--- src/inc/spp_pkg.sv ---
package spp_pkg;

  // Opcodes handled by this unit
  localparam logic [7:0] OP_PUSH_FIRST_ACC  = 8'h36;
  localparam logic [7:0] OP_PUSH_SECOND_ACC = 8'h37;
  localparam logic [7:0] OP_PUSH_FLAGS      = 8'h39;
  localparam logic [7:0] OP_PUSH_DOUBLE_ACC = 8'h3b;
  localparam logic [7:0] OP_PUSH_INDEX_ONE  = 8'h34;
  localparam logic [7:0] OP_PUSH_INDEX_TWO  = 8'h35;
  localparam logic [7:0] OP_PULL_FIRST_ACC  = 8'h32;
  localparam logic [7:0] OP_PULL_SECOND_ACC = 8'h33;
  localparam logic [7:0] OP_PULL_FLAGS      = 8'h38;
  localparam logic [7:0] OP_PULL_DOUBLE_ACC = 8'h3a;

  // Flag positions in the condition code register
  localparam int unsigned CC_XMASK_BIT = 6;
  localparam int unsigned CC_IMASK_BIT = 4;

  // Reset values and stack pointer steps
  localparam logic [7:0]  CC_RESET    = 8'hd0;
  localparam logic [15:0] SP_RESET    = 16'h0000;
  localparam logic [15:0] SP_STEP_ONE = 16'h0001;
  localparam logic [15:0] SP_STEP_TWO = 16'h0002;

  typedef enum logic [1:0] {
    SPP_IDLE,
    SPP_WRITE,
    SPP_READ,
    SPP_FREE
  } spp_state_t;

  // Architectural registers this unit reads and updates
  typedef struct packed {
    logic [7:0]  acc_a;
    logic [7:0]  acc_b;
    logic [15:0] idx_x;
    logic [15:0] idx_y;
    logic [15:0] sp;
    logic [7:0]  condition_code_register;
  } spp_regs_t;

  // One memory cycle towards the stack
  typedef struct packed {
    logic        valid;
    logic        write;
    logic        wide;
    logic [15:0] addr;
    logic [15:0] wdata;
  } spp_mem_req_t;

endpackage : spp_pkg

--- src/spp_exec.sv ---
module spp_exec (
  // Clock and reset
  input  wire logic                  core_clk,
  input  wire logic                  rst,
  // Instruction issue
  input  wire logic                  op_valid,
  input  wire logic [7:0]            op_code,
  // Interrupt stacking of the accumulators and the mask set
  input  wire logic                  irq_stack_acc,
  input  wire logic                  nonmaskable_irq_request,
  // Stack memory
  input  wire logic [15:0]           mem_rdata,
  // Outputs
  output spp_pkg::spp_mem_req_t      mem_req,
  output spp_pkg::spp_regs_t         regs,
  output logic                       op_busy,
  output logic                       op_done,
  output logic                       op_illegal
);

  typedef struct packed {
    spp_pkg::spp_state_t   state;
    logic [7:0]            op;
    spp_pkg::spp_regs_t    regs;
    spp_pkg::spp_mem_req_t req;
    logic                  busy;
    logic                  done;
    logic                  illegal;
  } spp_core_t;

  spp_core_t cur_ff;
  spp_core_t nxt_cur;
  // Memory answers a read inside the cycle in which the request stands;
  // the word is taken on the edge that closes that cycle. A slow memory
  // would need a wait input, which this unit does not have.

  ////////////////////////////////////////////////////////////////////////////
  always_comb begin
    logic [15:0] sp_m1;
    logic [15:0] sp_m2;
    logic [7:0]  pulled;
    sp_m1       = cur_ff.regs.sp - spp_pkg::SP_STEP_ONE;
    sp_m2       = cur_ff.regs.sp - spp_pkg::SP_STEP_TWO;
    pulled      = mem_rdata[15:8];
    // Anything not assigned below holds, the flags included
    nxt_cur     = cur_ff;
    nxt_cur.req = '0;
    nxt_cur.done    = 1'b0;
    nxt_cur.illegal = 1'b0;
    case (cur_ff.state)
      spp_pkg::SPP_IDLE: begin
        if (irq_stack_acc) begin
          // Interrupt order: B low, A high, the reverse of a double push
          // The rest of the interrupt frame is stacked outside this unit
          nxt_cur.regs.sp    = sp_m2;
          nxt_cur.req.valid  = 1'b1;
          nxt_cur.req.write  = 1'b1;
          nxt_cur.req.wide   = 1'b1;
          nxt_cur.req.addr   = sp_m2;
          nxt_cur.req.wdata  = {cur_ff.regs.acc_b, cur_ff.regs.acc_a};
          nxt_cur.state      = spp_pkg::SPP_WRITE;
          nxt_cur.busy       = 1'b1;
        end else if (op_valid) begin
          nxt_cur.op   = op_code;
          nxt_cur.busy = 1'b1;
          nxt_cur.req.valid = 1'b1;
          case (op_code)
            spp_pkg::OP_PUSH_FIRST_ACC: begin
              nxt_cur.regs.sp   = sp_m1;
              nxt_cur.req.write = 1'b1;
              nxt_cur.req.addr  = sp_m1;
              nxt_cur.req.wdata = {cur_ff.regs.acc_a, 8'h00};
              nxt_cur.state     = spp_pkg::SPP_WRITE;
            end
            spp_pkg::OP_PUSH_SECOND_ACC: begin
              nxt_cur.regs.sp   = sp_m1;
              nxt_cur.req.write = 1'b1;
              nxt_cur.req.addr  = sp_m1;
              nxt_cur.req.wdata = {cur_ff.regs.acc_b, 8'h00};
              nxt_cur.state     = spp_pkg::SPP_WRITE;
            end
            spp_pkg::OP_PUSH_FLAGS: begin
              nxt_cur.regs.sp   = sp_m1;
              nxt_cur.req.write = 1'b1;
              nxt_cur.req.addr  = sp_m1;
              nxt_cur.req.wdata = {cur_ff.regs.condition_code_register, 8'h00};
              nxt_cur.state     = spp_pkg::SPP_WRITE;
            end
            spp_pkg::OP_PUSH_DOUBLE_ACC: begin
              nxt_cur.regs.sp   = sp_m2;
              nxt_cur.req.write = 1'b1;
              nxt_cur.req.wide  = 1'b1;
              nxt_cur.req.addr  = sp_m2;
              nxt_cur.req.wdata = {cur_ff.regs.acc_a, cur_ff.regs.acc_b};
              nxt_cur.state     = spp_pkg::SPP_WRITE;
            end
            spp_pkg::OP_PUSH_INDEX_ONE: begin
              nxt_cur.regs.sp   = sp_m2;
              nxt_cur.req.write = 1'b1;
              nxt_cur.req.wide  = 1'b1;
              nxt_cur.req.addr  = sp_m2;
              nxt_cur.req.wdata = cur_ff.regs.idx_x;
              nxt_cur.state     = spp_pkg::SPP_WRITE;
            end
            spp_pkg::OP_PUSH_INDEX_TWO: begin
              nxt_cur.regs.sp   = sp_m2;
              nxt_cur.req.write = 1'b1;
              nxt_cur.req.wide  = 1'b1;
              nxt_cur.req.addr  = sp_m2;
              nxt_cur.req.wdata = cur_ff.regs.idx_y;
              nxt_cur.state     = spp_pkg::SPP_WRITE;
            end
            spp_pkg::OP_PULL_FIRST_ACC,
            spp_pkg::OP_PULL_SECOND_ACC,
            spp_pkg::OP_PULL_FLAGS: begin
              // Pointer moves only after the data is back
              nxt_cur.req.addr = cur_ff.regs.sp;
              nxt_cur.state    = spp_pkg::SPP_READ;
            end
            spp_pkg::OP_PULL_DOUBLE_ACC: begin
              nxt_cur.req.wide = 1'b1;
              nxt_cur.req.addr = cur_ff.regs.sp;
              nxt_cur.state    = spp_pkg::SPP_READ;
            end
            default: begin
              nxt_cur.req.valid = 1'b0;
              nxt_cur.busy      = 1'b0;
              nxt_cur.illegal   = 1'b1;
            end
          endcase
        end
      end
      spp_pkg::SPP_WRITE: begin
        // Write cycle closes; the next cycle is the opcode fetch
        nxt_cur.state = spp_pkg::SPP_IDLE;
        nxt_cur.busy  = 1'b0;
        nxt_cur.done  = 1'b1;
      end
      spp_pkg::SPP_READ: begin
        // Read data lands here; flags are untouched except by the flags pull
        case (cur_ff.op)
          spp_pkg::OP_PULL_FIRST_ACC: begin
            nxt_cur.regs.acc_a = pulled;
            nxt_cur.regs.sp    = cur_ff.regs.sp + spp_pkg::SP_STEP_ONE;
          end
          spp_pkg::OP_PULL_SECOND_ACC: begin
            nxt_cur.regs.acc_b = pulled;
            nxt_cur.regs.sp    = cur_ff.regs.sp + spp_pkg::SP_STEP_ONE;
          end
          spp_pkg::OP_PULL_FLAGS: begin
            nxt_cur.regs.condition_code_register = pulled;
            // Mask may only stay or drop; a pull can never raise it
            nxt_cur.regs.condition_code_register[spp_pkg::CC_XMASK_BIT] =
              pulled[spp_pkg::CC_XMASK_BIT] &
              cur_ff.regs.condition_code_register[spp_pkg::CC_XMASK_BIT];
            nxt_cur.regs.sp  = cur_ff.regs.sp + spp_pkg::SP_STEP_ONE;
          end
          spp_pkg::OP_PULL_DOUBLE_ACC: begin
            // A from the lower address, B from the upper
            nxt_cur.regs.acc_a = mem_rdata[15:8];
            nxt_cur.regs.acc_b = mem_rdata[7:0];
            nxt_cur.regs.sp    = cur_ff.regs.sp + spp_pkg::SP_STEP_TWO;
          end
          default: begin
            nxt_cur.regs = cur_ff.regs;
          end
        endcase
        nxt_cur.state = spp_pkg::SPP_FREE;
      end
      spp_pkg::SPP_FREE: begin
        nxt_cur.state = spp_pkg::SPP_IDLE;
        nxt_cur.busy  = 1'b0;
        nxt_cur.done  = 1'b1;
      end
      default: begin
        nxt_cur.state = spp_pkg::SPP_IDLE;
      end
    endcase
    // Only the non-maskable request, never an instruction, raises the mask
    // Placed last so it wins over a flags pull clearing the mask
    if (nonmaskable_irq_request) begin
      nxt_cur.regs.condition_code_register[spp_pkg::CC_XMASK_BIT] = 1'b1;
    end
  end

  ////////////////////////////////////////////////////////////////////////////
  always_ff @(posedge core_clk) begin
    if (rst) begin
      // Index registers have no load path here and stay at zero
      cur_ff          <= '0;
      cur_ff.state    <= spp_pkg::SPP_IDLE;
      cur_ff.regs.sp  <= spp_pkg::SP_RESET;
      cur_ff.regs.condition_code_register <= spp_pkg::CC_RESET;
    end else begin
      cur_ff <= nxt_cur;
    end
  end

  // Every output is a register bit; no input reaches an output directly
  assign mem_req    = cur_ff.req;
  assign regs       = cur_ff.regs;
  assign op_busy    = cur_ff.busy;
  assign op_done    = cur_ff.done;
  assign op_illegal = cur_ff.illegal;

endmodule : spp_exec
--- config.mk ---
export PLATFORM = sky130hd
export DESIGN_NAME = spp_exec
export DESIGN_NICKNAME = d
export VERILOG_FILES = /design/src/inc/spp_pkg.sv /design/src/spp_exec.sv
export SDC_FILE = /design/constraint.sdc
export NUM_CORES = 1
export LEC_CHECK = 0
export BUFFER_PORTS_ARGS = -buffer_cell sky130_fd_sc_hd__buf_2
export CAP_MARGIN = 20
export CORE_ASPECT_RATIO = 1.2
export CORE_UTILIZATION = 55
export CTS_CLUSTER_DIAMETER = 120
export CTS_CLUSTER_SIZE = 40
export DETAILED_ROUTE_END_ITERATION = 8
export PLACE_DENSITY = 0.78
export SYNTH_ARGS = -nofsm -noshare
export SYNTH_HDL_FRONTEND = slang
export SYNTH_SLANG_ARGS = --single-unit
--- constraint.sdc ---
create_clock -name core_clk -period 3.5 [get_ports core_clk]
set_clock_uncertainty 0.05 [all_clocks]
set_input_delay 0.7 -clock core_clk [delete_from_list [all_inputs] [get_ports core_clk]]
set_output_delay 0.7 -clock core_clk [all_outputs]
set_load 0.01 [all_outputs]
==> impl_metrics.env <==
export IMPL_syn_cell_area_um2=5960
export IMPL_final_cell_mix="buf_2 (106), dfxtp_1 (88), nor2_1 (85), nand2_1 (54), a21oi_1 (42)"
export IMPL_vdd_drop_max_v=0.000275
export IMPL_globalRouteMet2Util_pct=56.9
export IMPL_core_um2=10500
export IMPL_first_global_vias=5322
export IMPL_hold_path_class="flip-flop to flip-flop"
export IMPL_synth_warnings=0
export IMPL_grt_pass1_wl_um=27700
export IMPL_ios=139
export IMPL_crit_required_ns=3.67
export IMPL_synth_main_ff_cell="dfxtp_1"
export IMPL_cellLeakagePower_nw=2.53
export IMPL_synth_seq_area_share_pct=29.5
export IMPL_rows=41
export IMPL_fillCellCount=963
export IMPL_async_reset_ff_share_pct=0
export IMPL_numCtsBuffers=9
export IMPL_clockBufferDepth=2
export IMPL_switching_share_pct=38.6
export IMPL_design_die_area_um2=11300
export IMPL_die_w_um=97.1
export IMPL_setup_tns_ns=0
export IMPL_die_h_um=116
export IMPL_clock_sinks=88
export IMPL_via_per_inst=6.18
export IMPL_grtUsageMet1_pct=34.1
export IMPL_grt_max_degree=31
export IMPL_hold_viol=0
export IMPL_powerDensity_nw_per_um2=510
export IMPL_comb_power_share_pct=31.3
export IMPL_antenna_found_initial=0
export IMPL_clock_fmax_mhz=367
export IMPL_nets=791
export IMPL_finalSetupViolations=0
export IMPL_drtIter0Drc=440
export IMPL_grt_overflow=0
export IMPL_cp_cell_sequence="inv_1, ha_1, nor3b_1, buf_4, nand2_1, nor4_1, o31ai_1, xor2_1, nor2_1"
export IMPL_cp_num_buf_inv=2
export IMPL_yosysTopAreaCell="dfxtp_1"
export IMPL_multi_input_area_um2=3240
export IMPL_final_max_slew_violation_count=0
export IMPL_seqPwrFrac_pct=38.2
export IMPL_path_max_fanout=10
export IMPL_cts_root_buf="clkbuf_16"
export IMPL_buffer_ports_inserted=106
export IMPL_p_switching_mw=1.23
export IMPL_wl_um=17700
export IMPL_crit_arrival_ns=2.90
export IMPL_grt_setup_unrepaired="false"
export IMPL_start_util_pct=56.7
export IMPL_num_vias=5503
export IMPL_layout_commonest_cell="buf_2"
export IMPL_drv_cap=0
export IMPL_yosysTopAreaCellShare_pct=29.5
export IMPL_crit_type="flip-flop to flip-flop"
export IMPL_post_drt_wl_per_cell_um=19.8
export IMPL_yosysUniqueCellTypes=81
export IMPL_drc=0
export IMPL_run_status="completed"
export IMPL_max_slew_margin_pct=35.0
export IMPL_h_tree_depth=3
export IMPL_regArea_um2=1760
export IMPL_endpoint_kind="flip-flop"
export IMPL_final_area_um2=6240
export IMPL_clkLatencyLatePin_ns=0.35
export IMPL_fin_crit_ns=2.73
export IMPL_drive_gt1_share_pct=22.4
export IMPL_antenna_cells=0
export IMPL_area_growth_pct=4.62
export IMPL_synth_edff_count=0
export IMPL_firstDrtPassIters=7
export IMPL_detailed_place_hpwl_um=13000
export IMPL_worst_pin_slew_ns=0.971
export IMPL_ys_ff_latch=88
export IMPL_crit_slowest_cell="dfxtp_1"
export IMPL_grt_busiest_layer="met2"
export IMPL_critPathTopFamily="flip-flops"
export IMPL_grt_total_usage_pct=31.2
export IMPL_placed_area_um2=5940
export IMPL_cts_hold_fix_buffers=0
export IMPL_syn_inst=737
export IMPL_internal_power_mw=1.95
export IMPL_ctsResizeCount=0
export IMPL_critPathMaxStageDelay_ns=0.57
export IMPL_grt_util_met3_pct=5.01
export IMPL_postCtsSetupBuffers=0
export IMPL_avgSynthCellArea_um2=8.09
export IMPL_gp_congestion=0.956
export IMPL_netlist_top_cells_area="dfxtp_1 (30%), buf_4 (14%), nor2_1 (5.4%), mux2i_1 (4.7%), a21oi_1 (3.5%)"
export IMPL_period_share_pct=77.9
export IMPL_clk_pin_slew_ns=0.07
export IMPL_antenna_left=0
export IMPL_crit_path_start_kind="flip-flop"
export IMPL_power_share_clock_pct=30.6
export IMPL_cts_tree="yes"
[tightest hold or removal path: cells and delay by family (launching register included)]
family / cells / cell delay, ns
DFF: 1 / 0.32
and+or+nand+nor: 1 / 0.05
AOI/OAI and AO/OA: 1 / 0.05
[cell families after synthesis]
logic type,after synthesis,synth area share (%)
buffers and inverters,170,18.2
adder cells (fa/ha/maj),5,1.05
multiplexers,29,4.89
flip-flops,88,29.5
AND/OR/NAND/NOR,255,22.8
other,1,0.0629
XOR/XNOR,18,2.64
AO/OA/AOI/OAI,171,20.8
[power groups by stage]
stage | sequential [mW] | combinational (mW) | clock (mW)
after global routing | 1.22 | 1.08 | 1.03
final | 1.21 | 0.995 | 0.972
after global placement | 1.23 | 0.967 | 0
after floorplan | 1.15 | 0.843 | 0
after CTS | 1.21 | 0.981 | 0.980
after detailed placement | 1.23 | 0.976 | 0
[metal layers]
metal / vias to the layer above / routed length [um]
met1: 2605 / 6650
met3: 70 / 1190
met4: 0 / 905
li1: 2543 / -
met2: 285 / 8910
met5: - / 0
[layout make-up]
type                            count  area share (%)
Multi-Input combinational cell    510            51.9
Sequential cell                    88            28.2
Timing Repair Buffer              131            11.5
Clock buffer                        9            3.61
Tap cell                          129            2.59
Clock inverter                      7            1.16
Inverter                           17            1.02
[final timing paths]
path | from | slack [ns] | depth (start not counted) | end
worst min-delay path | cur_ff[116] | 0.42 | 2 | cur_ff[116]
worst min register to register | cur_ff[116] | 0.42 | 2 | cur_ff[116]
worst max register to register | regs[9] | 0.77 | 9 | regs[14]
worst max-delay path | regs[9] | 0.77 | 9 | regs[14]
[flip-flops by register name, summed over array words and instances (netlist names)]
register	flops
regs	40
mem_req	35
cur_ff	10
op_busy	1
op_done	1
op_illegal	1
[synth_stat cells (all sizes together), types with 13 or more instances]
master / number
a21oi: 43
dfxtp: 88
buf: 126
clkbuf: 27
mux2i: 28
o21ai: 26
nor3: 21
nor2: 85
nand3: 13
a22oi: 17
inv: 16
nand2: 54
a211oi: 14
[per-stage QoR]
step | cells | power [mW] | setup WS (ns) | hold WS, ns | utilization (%)
2_1_floorplan | 768 | 1.99 | 1.18 | 0.387 | -
4_1_cts | 891 | 3.17 | 0.823 | 0.416 | 59.3
3_5_place_dp | 875 | 2.21 | 0.617 | 0.406 | 56.5
3_3_place_gp | 875 | 2.20 | 0.703 | 0.395 | 56.5
6_report | 891 | 3.18 | 0.773 | 0.419 | 59.3
5_1_grt | 891 | 3.33 | 0.564 | 0.448 | 59.3
Note: power is estimated with default switching activity, not from simulation.
